### config.mk
export PLATFORM = sky130hd
export DESIGN_NAME = lsiof_top
export DESIGN_NICKNAME = d
export VERILOG_FILES = /design/src/hdl/lsiof_pkg.sv /design/src/hdl/lsiof_top.sv
export SDC_FILE = /design/constraint.sdc
export NUM_CORES = 1
export LEC_CHECK = 0
export BUFFER_PORTS_ARGS = -buffer_cell sky130_fd_sc_hd__buf_2
export CORE_UTILIZATION = 55
export CTS_CLUSTER_DIAMETER = 30
export DETAILED_ROUTE_END_ITERATION = 7
export GPL_ROUTABILITY_DRIVEN = 0
export MAX_ROUTING_LAYER = met4
export PLACE_DENSITY = 0.86
export SLEW_MARGIN = 20
export SYNTH_ARGS = -nofsm -noshare
export SYNTH_HDL_FRONTEND = slang
export SYNTH_SLANG_ARGS = --single-unit
### constraint.sdc
create_clock -name CLK -period 5.7 [get_ports CLK]
set_input_delay 1.14 -clock CLK [delete_from_list [all_inputs] [get_ports CLK]]
set_output_delay 1.14 -clock CLK [all_outputs]
set_load 0.05 [all_outputs]
### src/hdl/lsiof_pkg.sv
/*
  package for the line supervision i/o filter: command codes, timing
  constants, reset values and the per-channel carrier structs.
  assumes a single 200 MHz clock and an active high asynchronous reset.
*/
package lsiof_pkg;

  localparam int NUM_CH = 4;

  // host command codes carried on the command port
  localparam logic [7:0] CMD_WR_OUT    = 8'h14; // 20: output levels
  localparam logic [7:0] CMD_RD_CHAN   = 8'h15; // 21: per-channel read
  localparam logic [7:0] CMD_WR_DIR    = 8'h16; // 22: pin directions
  localparam logic [7:0] CMD_WR_DEB    = 8'h2d; // 45: debounce time
  localparam logic [7:0] CMD_WR_FILT   = 8'h34; // 52: filter interval
  localparam logic [7:0] CMD_RD_FIRST  = 8'h10; // 16: all first inputs
  localparam logic [7:0] CMD_RD_SECOND = 8'h11; // 17: all second inputs

  // time base
  localparam int CLK_MHZ      = 200;
  localparam int TICK_US      = 1000;
  localparam int TICK_CYCLES  = TICK_US * CLK_MHZ;
  localparam int DEB_MAX_MS   = 15;
  localparam int FILT_CNT_MAX = 7;
  localparam int FILT_HI      = 5;
  localparam int FILT_LO      = 2;

  // reset values: all pins inputs, outputs low, processing off
  localparam logic [3:0] DIR_RST   = 4'h0;
  localparam logic [3:0] OUT_RST   = 4'h0;
  localparam logic [3:0] DEB_RST   = 4'h0;
  localparam logic [3:0] FILT_RST  = 4'h0;
  localparam logic [2:0] CNT_RST   = 3'h0;

  // one channel's pin pair
  typedef struct packed {
    logic second;
    logic first;
  } lsiof_pair_t;

  // per-channel state reported back to the host
  typedef struct packed {
    logic ground_key;
    logic second;
    logic first;
  } lsiof_stat_t;

endpackage : lsiof_pkg

### src/hdl/lsiof_top.sv
/*
  four-channel control/data pin block: direction, latched outputs,
  first-pin debounce, second-pin up/down filter, optional demultiplex
  and the processed read-back for the host.
  assumes host commands arrive as one-cycle strobes on CLK and the pins
  are asynchronous to CLK.
*/
// What this block does
// host selects input or output per pin of every channel, code 22
// output pins hold the level last written by code 20
// first input debounced 0 to 15 ms in 1 ms steps, code 45
// second input filtered by up/down counter, interval set by code 52
// processing only when configured; otherwise input passes straight
// host reads of first input only see the debounced value
// demux splits first input into hook bit and ground-key bit
// code 21 reads one channel, codes 16 and 17 read all four
// 1 ms tick and sample tick come from a fixed clock divider
module lsiof_top #(
  parameter int TICK_CYCLES = lsiof_pkg::TICK_CYCLES
) (
  // clock and reset
  input  wire logic                      CLK,
  input  wire logic                      RESET,
  // host command port
  input  wire logic                      CMD_VALID,
  input  wire logic [7:0]                CMD_CODE,
  input  wire logic [1:0]                CMD_CHAN,
  input  wire logic [7:0]                CMD_DATA,
  output logic                           RD_VALID,
  output logic [7:0]                     RD_DATA,
  // demultiplex control and phase from the line circuit
  input  wire logic                      DEMUX_EN,
  input  wire logic                      DEMUX_PHASE,
  // pins, one pair per channel
  input  wire lsiof_pkg::lsiof_pair_t [3:0] PIN_IN,
  output lsiof_pkg::lsiof_pair_t [3:0]   PIN_OUT,
  output lsiof_pkg::lsiof_pair_t [3:0]   PIN_OE_N
);

  localparam int TW = $clog2(TICK_CYCLES + 1);

  lsiof_pkg::lsiof_pair_t [3:0] dir_r;
  lsiof_pkg::lsiof_pair_t [3:0] out_r;
  logic [3:0][3:0]              deb_time_r;
  logic [3:0][3:0]              filt_ivl_r;
  logic [TW-1:0]                div_r;
  logic                         tick_r;
  lsiof_pkg::lsiof_pair_t [3:0] s1_r;
  lsiof_pkg::lsiof_pair_t [3:0] s2_r;
  lsiof_pkg::lsiof_pair_t [3:0] s3_r;
  lsiof_pkg::lsiof_pair_t [3:0] clean_r;
  logic [3:0]                   phase_s1_r;
  logic [3:0]                   phase_s2_r;
  logic [3:0]                   phase_s3_r;
  logic [3:0]                   phase_cl_r;
  logic [3:0]                   hook_raw_r;
  logic [3:0]                   gkey_raw_r;
  logic [3:0][3:0]              deb_cnt_r;
  logic [3:0]                   first_q_r;
  logic [3:0][3:0]              filt_div_r;
  logic [3:0][2:0]              filt_cnt_r;
  logic [3:0]                   second_q_r;
  logic [3:0]                   gkey_q_r;
  logic                         rd_valid_r;
  logic [7:0]                   rd_data_r;

  wire cmd_dir   = CMD_VALID && (CMD_CODE == lsiof_pkg::CMD_WR_DIR);
  wire cmd_out   = CMD_VALID && (CMD_CODE == lsiof_pkg::CMD_WR_OUT);
  wire cmd_deb   = CMD_VALID && (CMD_CODE == lsiof_pkg::CMD_WR_DEB);
  wire cmd_filt  = CMD_VALID && (CMD_CODE == lsiof_pkg::CMD_WR_FILT);
  wire cmd_rd21  = CMD_VALID && (CMD_CODE == lsiof_pkg::CMD_RD_CHAN);
  wire cmd_rd16  = CMD_VALID && (CMD_CODE == lsiof_pkg::CMD_RD_FIRST);
  wire cmd_rd17  = CMD_VALID && (CMD_CODE == lsiof_pkg::CMD_RD_SECOND);
  wire tick_wrap = (div_r == TW'(TICK_CYCLES - 1));

  // three-stage synchroniser output agrees on stages two and three
  function automatic logic settle(input logic a, input logic b,
                                  input logic prev);
    settle = (a == b) ? a : prev;
  endfunction : settle

  // pins: output enable low while driving
  genvar g;
  generate
    for (g = 0; g < 4; g++) begin : g_pin
      assign PIN_OUT[g]  = out_r[g];
      assign PIN_OE_N[g] = ~dir_r[g];
    end
  endgenerate

  // configuration registers
  always_ff @(posedge CLK or posedge RESET) begin
    if (RESET) begin
      dir_r      <= '0;
      out_r      <= '0;
      deb_time_r <= '0;
      filt_ivl_r <= '0;
    end else begin
      if (cmd_dir)
        dir_r[CMD_CHAN] <= CMD_DATA[1:0];
      if (cmd_out)
        out_r[CMD_CHAN] <= CMD_DATA[1:0];
      if (cmd_deb)
        deb_time_r[CMD_CHAN] <= CMD_DATA[3:0];
      if (cmd_filt)
        filt_ivl_r[CMD_CHAN] <= CMD_DATA[3:0];
    end
  end

  // fixed divider for the 1 ms tick; shared with the filter sampler
  always_ff @(posedge CLK or posedge RESET) begin
    if (RESET) begin
      div_r  <= '0;
      tick_r <= 1'b0;
    end else begin
      div_r  <= tick_wrap ? '0 : div_r + TW'(1);
      tick_r <= tick_wrap;
    end
  end

  // pin synchronisers
  always_ff @(posedge CLK or posedge RESET) begin
    if (RESET) begin
      s1_r       <= '0;
      s2_r       <= '0;
      s3_r       <= '0;
      clean_r    <= '0;
      phase_s1_r <= '0;
      phase_s2_r <= '0;
      phase_s3_r <= '0;
      phase_cl_r <= '0;
    end else begin
      s1_r       <= PIN_IN;
      s2_r       <= s1_r;
      s3_r       <= s2_r;
      phase_s1_r <= {4{DEMUX_PHASE}};
      phase_s2_r <= phase_s1_r;
      phase_s3_r <= phase_s2_r;
      for (int c = 0; c < 4; c++) begin
        clean_r[c].first  <= settle(s2_r[c].first, s3_r[c].first,
                                    clean_r[c].first);
        clean_r[c].second <= settle(s2_r[c].second, s3_r[c].second,
                                    clean_r[c].second);
        // phase settles in step with the pin, so no sample lands in the
        // wrong bit around a phase change
        phase_cl_r[c]     <= settle(phase_s2_r[c], phase_s3_r[c],
                                    phase_cl_r[c]);
      end
    end
  end

  // per-channel processing
  always_ff @(posedge CLK or posedge RESET) begin
    if (RESET) begin
      hook_raw_r <= '0;
      gkey_raw_r <= '0;
      deb_cnt_r  <= '0;
      first_q_r  <= '0;
      filt_div_r <= '0;
      filt_cnt_r <= '0;
      second_q_r <= '0;
      gkey_q_r   <= '0;
    end else begin
      for (int c = 0; c < 4; c++) begin
        // demultiplex: phase high carries ground key, low carries hook
        if (!DEMUX_EN || !phase_cl_r[c])
          hook_raw_r[c] <= clean_r[c].first;
        if (DEMUX_EN && phase_cl_r[c])
          gkey_raw_r[c] <= clean_r[c].first;
        // first input debounce; zero time means pass through
        if (deb_time_r[c] == '0) begin
          first_q_r[c] <= hook_raw_r[c];
          deb_cnt_r[c] <= '0;
        end else if (hook_raw_r[c] == first_q_r[c]) begin
          deb_cnt_r[c] <= '0;
        end else if (tick_r) begin
          if (deb_cnt_r[c] + 4'h1 >= deb_time_r[c]) begin
            first_q_r[c] <= hook_raw_r[c];
            deb_cnt_r[c] <= '0;
          end else begin
            deb_cnt_r[c] <= deb_cnt_r[c] + 4'h1;
          end
        end
        // second input (or ground key) up/down filter
        if (filt_ivl_r[c] == '0) begin
          second_q_r[c] <= DEMUX_EN ? gkey_raw_r[c]
                                    : clean_r[c].second;
        end else if (tick_r) begin
          if (filt_div_r[c] + 4'h1 >= filt_ivl_r[c]) begin
            filt_div_r[c] <= '0;
            if (DEMUX_EN ? gkey_raw_r[c] : clean_r[c].second) begin
              if (filt_cnt_r[c] != 3'(lsiof_pkg::FILT_CNT_MAX))
                filt_cnt_r[c] <= filt_cnt_r[c] + 3'h1;
            end else if (filt_cnt_r[c] != lsiof_pkg::CNT_RST) begin
              filt_cnt_r[c] <= filt_cnt_r[c] - 3'h1;
            end
            if (filt_cnt_r[c] >= 3'(lsiof_pkg::FILT_HI))
              second_q_r[c] <= 1'b1;
            else if (filt_cnt_r[c] <= 3'(lsiof_pkg::FILT_LO))
              second_q_r[c] <= 1'b0;
          end else begin
            filt_div_r[c] <= filt_div_r[c] + 4'h1;
          end
        end
        // ground key reads as zero unless demultiplex is on
        gkey_q_r[c] <= DEMUX_EN && second_q_r[c];
      end
    end
  end

  // read-back: only processed values reach the host
  always_ff @(posedge CLK or posedge RESET) begin
    if (RESET) begin
      rd_valid_r <= 1'b0;
      rd_data_r  <= '0;
    end else begin
      rd_valid_r <= cmd_rd21 || cmd_rd16 || cmd_rd17;
      if (cmd_rd21)
        rd_data_r <= {5'h00, gkey_q_r[CMD_CHAN], second_q_r[CMD_CHAN],
                      first_q_r[CMD_CHAN]};
      else if (cmd_rd16)
        rd_data_r <= {4'h0, first_q_r};
      else if (cmd_rd17)
        rd_data_r <= {4'h0, second_q_r};
    end
  end

  assign RD_VALID = rd_valid_r;
  assign RD_DATA  = rd_data_r;

endmodule : lsiof_top

==> results of run 1 <==
power groups by stage:
| stage | Combinational [mW] | Clock (mW) | Sequential, mW |
|---|---|---|---|
| 2_1_floorplan | 0.136 | 0 | 1.34 |
| 3_3_place_gp | 0.200 | 0 | 1.33 |
| 3_5_place_dp | 0.208 | 0 | 1.33 |
| 4_1_cts | 0.211 | 1.17 | 1.31 |
| 5_1_grt | 0.230 | 1.21 | 1.32 |
| 6_report | 0.208 | 1.15 | 1.31 |
cells in the mapped netlist, types with 19 or more instances:
cell	count
nand2b_1	28
nand2_1	71
o21ai_0	29
mux2_2	64
dfrtp_1	172
ha_1	41
inv_1	49
a21oi_1	28
nor2_1	31
xor2_1	19
nand3_1	27
xnor2_1	26
layout make-up:
cell class | count | share of cell area
flip-flops and latches | 172 | 0.4698
multi-input cells | 483 | 0.3929
clock buffers | 18 | 0.04793
repair buffers | 48 | 0.02786
well taps | 184 | 0.02513
inverters | 49 | 0.02048
clock inverters | 14 | 0.01598
cells in the final DEF (no fill, tap or decap), drive strengths merged, types with 3 or more instances in the layout:
master / count
ha: 41
a2bb2oi: 3
buf: 48
conb: 4
a21o: 5
nor3: 16
nand4: 7
o22ai: 3
o21ai: 29
clkinv: 3
nand2: 71
nor4: 10
o2111ai: 4
fa: 4
and2: 5
nor2: 31
mux2: 64
mux2i: 6
nor2b: 9
nand4b: 5
inv: 57
mux4: 3
maj3: 9
nand3: 28
a2111oi: 4
xnor2: 26
nand2b: 28
dfrtp: 172
xor2: 19
a21oi: 28
clkbuf: 18
a311o: 4
nor3b: 6
routing by layer:
layer | vias up | part of all wire | global-route usage
met2 | 80 | 0.51 | 0.3545
met3 | 14 | 0.037 | 0.05037
met1 | 2719 | 0.44 | 0.2874
li1 | 2590 | - | -
met5 | - | 0 | -
met4 | 0 | 0.012 | 0.08057
metrics by stage:
stage,util,std cells,hold slack (ns),power [mW],setup WS [ns]
after global routing,0.6328,968,0.3533,2.757,2.807
after CTS,0.6328,968,0.3500,2.689,2.920
after detailed placement,0.5924,936,0.3347,1.541,2.487
after floorplan,-,717,0.3312,1.476,2.363
after global placement,0.5924,936,0.3315,1.531,2.541
final,0.6328,968,0.3468,2.666,2.916
path summary, 6_finish.rpt:
| kind | start | endpoint | slack [ns] | cells after the start |
|---|---|---|---|---|
| worst max register to register | filt_div_r[8] | filt_cnt_r[7] | 3.39 | 6 |
| min in group asynchronous | RESET | s2_r[5] | 0.94 | 3 |
| worst max-delay path | CMD_CODE[7] | deb_time_r[2] | 2.92 | 6 |
| worst min-delay path | phase_s1_r[0] | phase_s2_r[0] | 0.35 | 0 |
| max in group asynchronous | RESET | deb_time_r[7] | 4.04 | 3 |
| worst min register to register | phase_s1_r[0] | phase_s2_r[0] | 0.35 | 0 |
registers in the layout, summed over array words and instances, names as in the netlist, 4 cells and up:
register    flops
hook_raw_r      4
s2_r            8
filt_cnt_r     12
first_q_r       4
div_r          18
gkey_q_r        4
RD_DATA         4
s3_r            8
filt_ivl_r     16
deb_time_r     16
clean_r         8
PIN_OUT         8
gkey_raw_r      4
s1_r            8
filt_div_r     16
deb_cnt_r      16
dir_r           8
second_q_r      4
cell families (layout without fill, tap and decap cells):
| logic type | Yosys count | after routing | synth area share |
|---|---|---|---|
| adder cells (fa/ha/maj) | 54 | 54 | 0.08392 |
| AND/OR/NAND/NOR | 224 | 224 | 0.1420 |
| flip-flops | 172 | 172 | 0.5287 |
| XOR/XNOR | 45 | 45 | 0.04842 |
| other | 1 | 4 | 0.0004607 |
| buffers and inverters | 62 | 129 | 0.03043 |
| multiplexers | 73 | 73 | 0.1042 |
| AO/OA/AOI/OAI | 83 | 83 | 0.06179 |
==> results.sh, run 1 <==
export IMPL_outcome="finished clean"
export IMPL_worst_path_max_delay_cell="or3b_1"
export IMPL_drv_slew=0
export IMPL_critical_path_max_stage_delay_ns=0.46
export IMPL_dieHeight_um=123.7
export IMPL_ys_flop_type="dfrtp_1"
export IMPL_period_needed_ns=2.784
export IMPL_insertion_delay_ns=0.43
export IMPL_io_pins=56
export IMPL_path_class="input pin to flop"
export IMPL_ant_nets=0
export IMPL_arrival_ns=3.11
export IMPL_start_util=0.5622
export IMPL_fmax_mhz=359.2
export IMPL_n_antenna_cell=0
export IMPL_ys_warn_count=0
export IMPL_power_frac_clock=0.431
export IMPL_cpMostUsedCell="or3b_1"
export IMPL_hold_class="flop to flop"
export IMPL_swShare=0.2575
export IMPL_irDropWorstVdd_mv=0.3182
export IMPL_rows=44
export IMPL_multi_input_area_um2=3600
export IMPL_cts_made_buffers=17
export IMPL_post_route_drc_count=0
export IMPL_via_per_inst=5.582
export IMPL_drtPass1Iterations=4
export IMPL_max_slew_margin=0.3742
export IMPL_drt_total_wl_mm=15.34
export IMPL_ys_seq_area_frac=0.5287
export IMPL_drive_above_1_share=0.1926
export IMPL_design_area_um2=9163
export IMPL_drt_iter0_markers=344
export IMPL_die_area_um2=15290
export IMPL_io_buffers=47
export IMPL_routedWlPerCell_um=15.85
export IMPL_crit_path_max_fanout=4
export IMPL_tightest_slew_ns=0.9387
export IMPL_clockBufferDepth=2
export IMPL_grt_use_total=0.2252
export IMPL_fin_nets=847
export IMPL_grt_pass1_wl_mm=25.39
export IMPL_skew_ns=0.008828
export IMPL_cts_setup_buffers=0
export IMPL_hold_viol_final=0
export IMPL_dpl_cell_area_um2=8577
export IMPL_regArea_um2=4304
export IMPL_cts_hold_fix_buffers=0
export IMPL_yosysTopAreaCellShare=0.5287
export IMPL_htree_levels=4
export IMPL_period_share=0.4884
export IMPL_end_kind="flop"
export IMPL_area_growth_syn_to_layout_pct=12.56
export IMPL_p_int_mw=1.980
export IMPL_comb_power_share=0.078
export IMPL_rsz0062_at_grt="false"
export IMPL_seqPwrFrac=0.491
export IMPL_postSynthCellCount=714
export IMPL_cts_sinks=172
export IMPL_synthTopCellsByArea="dfrtp_1, mux2_2, ha_1, nand2_1, xnor2_1"
export IMPL_cts_root_buf="clkbuf_16"
export IMPL_finalSetupTns_ns=0
export IMPL_grt_pass1_vias=5346
export IMPL_synth_area_per_cell_um2=11.40
export IMPL_core_um2=14480
export IMPL_maxCapViolations=0
export IMPL_antenna_found_initial=0
export IMPL_num_fill_cells=1112
export IMPL_powerDensity_nw_per_um2=291.0
export IMPL_grt_overflow=0
export IMPL_hpwlAfterDp_mm=10.44
export IMPL_ctsResizeCount=0
export IMPL_p_switching_mw=0.6867
export IMPL_critPathLaunchType="input pin"
export IMPL_cts_tree="done"
export IMPL_path_clk_slew_ns=0.07
export IMPL_num_vias=5403
export IMPL_p_leak_nw=4.308
export IMPL_setup_viol=0
export IMPL_grt_max_degree=173
export IMPL_synth_edf_count=0
export IMPL_ys_ff_latch=172
export IMPL_netlist_area_um2=8140
export IMPL_synth_cell_type_count=45
export IMPL_required_ns=6.02
export IMPL_worstPathCellList="buf_2, or3b_1, or3b_1, nor4b_4, nand2_1, mux2_2"
export IMPL_synth_top_area_cell="dfrtp_1"
export IMPL_crit_family="simple AND/OR/NAND/NOR gates"
export IMPL_die_w_um=123.7
export IMPL_ys_async_sr_fraction=1.000
export IMPL_path_buf_inv=1
No activity file was read; power rests on OpenSTA's default activity.
==> run 2: changes to the inputs <==
--- a/config.mk
+++ b/config.mk
@@ -6,12 +6,12 @@
 export NUM_CORES = 1
 export LEC_CHECK = 0
 export BUFFER_PORTS_ARGS = -buffer_cell sky130_fd_sc_hd__buf_2
-export CORE_UTILIZATION = 55
+export CORE_UTILIZATION = 60
 export CTS_CLUSTER_DIAMETER = 30
 export DETAILED_ROUTE_END_ITERATION = 7
 export GPL_ROUTABILITY_DRIVEN = 0
 export MAX_ROUTING_LAYER = met4
-export PLACE_DENSITY = 0.86
+export PLACE_DENSITY = 0.89
 export SLEW_MARGIN = 20
 export SYNTH_ARGS = -nofsm -noshare
 export SYNTH_HDL_FRONTEND = slang
==> constraint.sdc (replaced) <==
create_clock -name CLK -period 2.65 [get_ports CLK]
set_input_delay 0.53 -clock CLK [delete_from_list [all_inputs] [get_ports CLK]]
set_output_delay 0.53 -clock CLK [all_outputs]
set_load 0.05 [all_outputs]
==> run 2 against run 1 <==
Effect of this change:
- first-iteration DRC count is 1.2% higher
- largest power group unchanged
- sequential power is 120% higher
- count of clock-buffer cells in the layout is 4 higher
==> results.sh, run 2 (same netlist as run 1, synthesis figures left out) <==
export IMPL_tightest_slew_ns=0.7293
export IMPL_period_share=0.9220
export IMPL_drtPass1Iterations=4
export IMPL_grt_max_degree=50
export IMPL_irDropWorstVdd_mv=0.4440
export IMPL_fmax_mhz=409.3
export IMPL_met2_length_mm=8.425
export IMPL_cts_hold_fix_buffers=0
export IMPL_num_vias=5560
export IMPL_final_common_cell="dfrtp_1"
export IMPL_grt_pass1_wl_mm=27.52
export IMPL_cts_setup_buffers=0
export IMPL_rows=42
export IMPL_max_slew_margin=0.5093
export IMPL_cts_root_buf="clkbuf_16"
export IMPL_rsz0062_at_grt="false"
export IMPL_insertion_delay_ns=0.42
export IMPL_die_w_um=118.5
export IMPL_required_ns=2.96
export IMPL_drive_above_1_share=0.1942
export IMPL_cts_made_buffers=17
export IMPL_io_buffers=47
export IMPL_area_growth_syn_to_layout_pct=13.68
export IMPL_end_kind="flop"
export IMPL_largest_reg_flops=18
export IMPL_comb_power_share=0.078
export IMPL_drt_iter0_markers=348
export IMPL_grt_overflow=0
export IMPL_io_pins=56
export IMPL_p_int_mw=4.546
export IMPL_core_um2=13240
export IMPL_die_area_um2=14040
export IMPL_power_frac_clock=0.439
export IMPL_wirelength_met1_mm=6.649
export IMPL_htree_levels=4
export IMPL_placedCellCount=934
export IMPL_fin_nets=853
export IMPL_cts_tree="done"
export IMPL_arrival_ns=2.75
export IMPL_ctsResizeCount=0
export IMPL_wl_met3_um=635
export IMPL_critPathLaunchType="flop"
export IMPL_final_cells=965
export IMPL_swShare=0.2232
export IMPL_worstPathCellList="ha_1, ha_1, a2111oi_0, a21oi_1, nand3_1, mux2_2"
export IMPL_clockBufferDepth=2
export IMPL_final_cell_mix="dfrtp_1, nand2_1, mux2_2"
export IMPL_powerDensity_nw_per_um2=632.4
export IMPL_outcome="finished clean"
export IMPL_hpwlAfterDp_mm=11.53
export IMPL_hold_viol_final=0
export IMPL_antenna_found_initial=1
export IMPL_post_route_drc_count=0
export IMPL_largest_register="div_r"
export IMPL_dieHeight_um=118.5
export IMPL_cts_sinks=172
export IMPL_worst_path_max_delay_cell="a2111oi_0"
export IMPL_period_needed_ns=2.443
export IMPL_path_buf_inv=0
export IMPL_crit_family="compound AO/OA/AOI/OAI gates"
export IMPL_num_fill_cells=917
export IMPL_path_clk_slew_ns=0.06
export IMPL_cpMostUsedCell="ha_1"
export IMPL_skew_ns=0.004923
export IMPL_p_leak_nw=4.365
export IMPL_p_switching_mw=1.306
export IMPL_critical_path_max_stage_delay_ns=0.49
export IMPL_path_class="flop to flop"
export IMPL_grt_use_total=0.2578
export IMPL_grt_pass1_vias=5884
export IMPL_drv_slew=0
export IMPL_dr_max_layer_used="met4"
export IMPL_start_util=0.6147
export IMPL_routedWlPerCell_um=16.84
export IMPL_ant_nets=0
export IMPL_via_per_inst=5.762
export IMPL_hold_class="input pin to async pin"
export IMPL_drt_total_wl_mm=16.25
export IMPL_seqPwrFrac=0.483
export IMPL_setup_viol=0
export IMPL_post_route_util=0.6988
export IMPL_crit_path_max_fanout=8
export IMPL_maxCapViolations=0
==> run 2: cell type report <==
type                            instances  area, um2  area share
Tap cell                              176      220.2     0.02380
Clock buffer                           22      474.2     0.05124
Antenna cell                            1      2.502   0.0002704
Clock inverter                          8      140.1     0.01514
Sequential cell                       172       4304      0.4651
Multi-Input combinational cell        483       3600      0.3890
Inverter                               49      187.7     0.02028
Timing Repair Buffer                   54      325.3     0.03515
==> run 2: worst paths after layout <==
check | from | endpoint | slack, ns | cells past startpoint
hold reg to reg | s1_r[3] | s2_r[3] | 0.35 | 0
setup / recovery | filt_div_r[12] | filt_cnt_r[10] | 0.21 | 6
hold / removal | RESET | gkey_raw_r[1] | 0.16 | 2
min in group CLK | PIN_IN[0] | s1_r[0] | 0.21 | 1
setup reg to reg | filt_div_r[12] | filt_cnt_r[10] | 0.21 | 6
max in group asynchronous | RESET | s2_r[6] | 1.81 | 3
==> run 2: per-layer routing <==
layer	up-vias	GRT usage
li1	2597	-
met1	2771	0.3014
met2	144	0.4331
met3	48	0.04344
met4	0	0.1282
met5	-	-
==> run 2: power by group through the flow <==
stage | registers, mW | clock network [mW] | logic [mW]
final | 2.83 | 2.57 | 0.459
after global routing | 2.84 | 2.71 | 0.504
after CTS | 2.83 | 2.61 | 0.465
after detailed placement | 2.87 | 0 | 0.456
after global placement | 2.86 | 0 | 0.435
after floorplan | 2.88 | 0 | 0.293
==> run 2: per-stage QoR <==
stage	instance area, um2	setup TNS [ns]	worst slack, ns	hold WS, ns	total power [mW]
floorplan	8155	-13.19	-0.07669	0.3312	3.174
CTS	9251	0	0.2332	0.1725	5.901
detailed placement	8637	0	0.1180	0.3347	3.327
finish	9254	0	0.2067	0.1630	5.853
global placement	8637	0	0.1558	0.3320	3.294
global route	9254	0	0.08275	0.1980	6.051
==> run 3: changes to the inputs <==
--- a/config.mk
+++ b/config.mk
@@ -5,6 +5,7 @@
 export SDC_FILE = /design/constraint.sdc
 export NUM_CORES = 1
 export LEC_CHECK = 0
+export ABC_AREA = 1
 export BUFFER_PORTS_ARGS = -buffer_cell sky130_fd_sc_hd__buf_2
 export CORE_UTILIZATION = 60
 export CTS_CLUSTER_DIAMETER = 30
@@ -12,6 +13,7 @@
 export GPL_ROUTABILITY_DRIVEN = 0
 export MAX_ROUTING_LAYER = met4
 export PLACE_DENSITY = 0.89
+export SKIP_LAST_GASP = 1
 export SLEW_MARGIN = 20
 export SYNTH_ARGS = -nofsm -noshare
 export SYNTH_HDL_FRONTEND = slang
==> constraint.sdc (replaced) <==
create_clock -name CLK -period 3 [get_ports CLK]
set_input_delay 0.6 -clock CLK [delete_from_list [all_inputs] [get_ports CLK]]
set_output_delay 0.6 -clock CLK [all_outputs]
set_load 0.05 [all_outputs]
==> run 3 against run 2 <==
Effect of this change:
- via count is 27% higher
- critical path type unchanged
- worst hold slack better by 0.060 ns
- combinational power is 10% lower
- clock power is 21% lower
- sequential share of layout area is 3.6 points lower
- final cell count is 37% higher
==> results.sh, run 3 <==
export IMPL_outcome="finished clean"
export IMPL_ctsResizeCount=0
export IMPL_clockBufferDepth=2
export IMPL_met2_length_mm=8.241
export IMPL_irDropWorstVdd_mv=0.4107
export IMPL_finalSetupTns_ns=0
export IMPL_yosysTopAreaCellShare=0.4768
export IMPL_final_cells=1326
export IMPL_synth_cell_type_count=38
export IMPL_path_class="flop to flop"
export IMPL_io_buffers=47
export IMPL_period_needed_ns=1.998
export IMPL_placedCellCount=1295
export IMPL_via_per_inst=5.331
export IMPL_max_slew_margin=0.6132
export IMPL_n_antenna_cell=0
export IMPL_drive_above_1_share=0.1305
export IMPL_crit_path_max_fanout=5
export IMPL_multi_input_area_um2=4069
export IMPL_netlist_area_um2=9027
export IMPL_die_area_um2=15540
export IMPL_p_leak_nw=5.360
export IMPL_drv_slew=0
export IMPL_maxCapViolations=0
export IMPL_r2r_slack_ns=1.00
export IMPL_start_util=0.6188
export IMPL_fin_nets=1206
export IMPL_io_pins=56
export IMPL_cts_root_buf="clkbuf_16"
export IMPL_r2r_start="filt_div_r[4]"
export IMPL_synth_common_cells="nand2_1, dfrtp_1, inv_1"
export IMPL_cts_setup_buffers=0
export IMPL_hold_slack_ns=0.2234
export IMPL_post_route_util=0.6871
export IMPL_end_kind="flop"
export IMPL_setup_ws_ns=1.002
export IMPL_grt_use_total=0.2466
export IMPL_antenna_found_initial=0
export IMPL_regArea_um2=4304
export IMPL_powerDensity_nw_per_um2=490.4
export IMPL_cts_sinks=172
export IMPL_ys_ff_latch=172
export IMPL_ys_flop_type="dfrtp_1"
export IMPL_area_growth_syn_to_layout_pct=11.03
export IMPL_wl_met3_um=783
export IMPL_ys_async_sr_fraction=1.000
export IMPL_largest_register="div_r"
export IMPL_design_area_um2=10020
export IMPL_setup_viol=0
export IMPL_synthTopCellsByArea="dfrtp_1, nand2_1, inv_1, ha_1, nand3_1"
export IMPL_grt_pass1_vias=6776
export IMPL_arrival_ns=2.34
export IMPL_insertion_delay_ns=0.43
export IMPL_ant_nets=0
export IMPL_critPathLaunchType="flop"
export IMPL_final_cell_mix="nand2_1, dfrtp_1, inv_1"
export IMPL_total_power_mw=4.915
export IMPL_synth_area_per_cell_um2=8.445
export IMPL_final_common_cell="nand2_1"
export IMPL_synth_top_area_cell="dfrtp_1"
export IMPL_regToRegEndpoint="filt_div_r[6]"
export IMPL_ys_seq_area_frac=0.4768
export IMPL_routedWlPerCell_um=13.05
export IMPL_place_ws_ns=0.9663
export IMPL_dpl_cell_area_um2=9479
export IMPL_dieHeight_um=124.7
export IMPL_fmax_mhz=500.6
export IMPL_hpwlAfterDp_mm=12.39
export IMPL_num_fill_cells=1082
export IMPL_drt_iter0_markers=488
export IMPL_skew_ns=0.008612
export IMPL_tightest_slew_ns=0.5790
export IMPL_largest_reg_flops=18
export IMPL_core_um2=14590
export IMPL_post_route_drc_count=0
export IMPL_period_share=0.6659
export IMPL_die_w_um=124.7
export IMPL_path_clk_slew_ns=0.07
export IMPL_rsz0062_at_grt="false"
export IMPL_dr_max_layer_used="met4"
export IMPL_grt_max_degree=77
export IMPL_synth_most_common_cell="nand2_1"
export IMPL_cts_made_buffers=17
export IMPL_cts_hold_fix_buffers=0
export IMPL_postSynthCellCount=1069
export IMPL_rows=44
export IMPL_drt_total_wl_mm=17.31
export IMPL_required_ns=3.34
export IMPL_wirelength_met1_mm=7.904
export IMPL_synth_edf_count=0
export IMPL_grt_overflow=0
export IMPL_num_vias=7069
export IMPL_reg2reg_depth=11
export IMPL_hold_viol_final=0
export IMPL_htree_levels=4
export IMPL_drtPass1Iterations=5
export IMPL_ys_warn_count=0
export IMPL_cts_tree="done"
export IMPL_grt_pass1_wl_mm=30.28
export IMPL_hold_class="input pin to async pin"
==> run 3: cell count changes in the layout (fill, tap and decap cells not counted), sizes merged, moves of 10 or more <==
cell	before	now
nand2b	28	0
inv	48	158
nand4	7	21
nor4	10	0
o21ai	29	81
nor2	31	79
mux2	64	8
nand2	71	326
xnor2	26	4
nand3	28	76
==> run 3: worst max path at each step <==
stage | startpoint | slack (ns) | endpoint
CTS | filt_div_r[4] | 1.02 | filt_div_r[7]
finish | filt_div_r[4] | 1.00 | filt_div_r[6]
global route | filt_div_r[4] | 0.79 | filt_div_r[6]
global placement | DEMUX_EN | 1.07 | filt_cnt_r[11]
detailed placement | DEMUX_EN | 0.97 | filt_cnt_r[5]
floorplan | RESET | 0.20 | PIN_OUT[0]
==> run 3: power by group <==
part	internal [mW]	switching [mW]
clock network	1.10	0.929
registers	2.41	0.0638
logic	0.130	0.283
total	3.64	1.28
==> run 3: cells by family after synthesis <==
family | synth area share
AOI/OAI and AO/OA | 0.06514
adders and majority gates | 0.07568
muxes | 0.009980
and+or+nand+nor | 0.2672
buffers and inverters | 0.07374
xor gates and xnor gates | 0.03105
DFF | 0.4768
other | 0.0004154
==> run 3: area by class of cell <==
class,count,area share
well taps,184,0.02297
flip-flops and latches,172,0.4294
multi-input cells,732,0.4059
repair buffers,50,0.02821
clock inverters,12,0.009112
clock buffers,19,0.04519
inverters,157,0.05917
==> run 3: metal layers <==
layer,up-vias,global-route usage
met5,-,-
met4,0,0.1084
met3,35,0.04381
met2,174,0.3880
met1,3350,0.3140
li1,3510,-
==> run 3: worst max-delay path, cell delays in order (launching register included) <==
cell,delay (ns)
dfrtp_1,0.42
ha_1,0.23
xnor2_1,0.19
inv_1,0.08
ha_1,0.26
nand2_1,0.07
inv_1,0.05
nand2_1,0.08
nand3_1,0.13
inv_1,0.12
nand2_1,0.09
o21ai_0,0.18
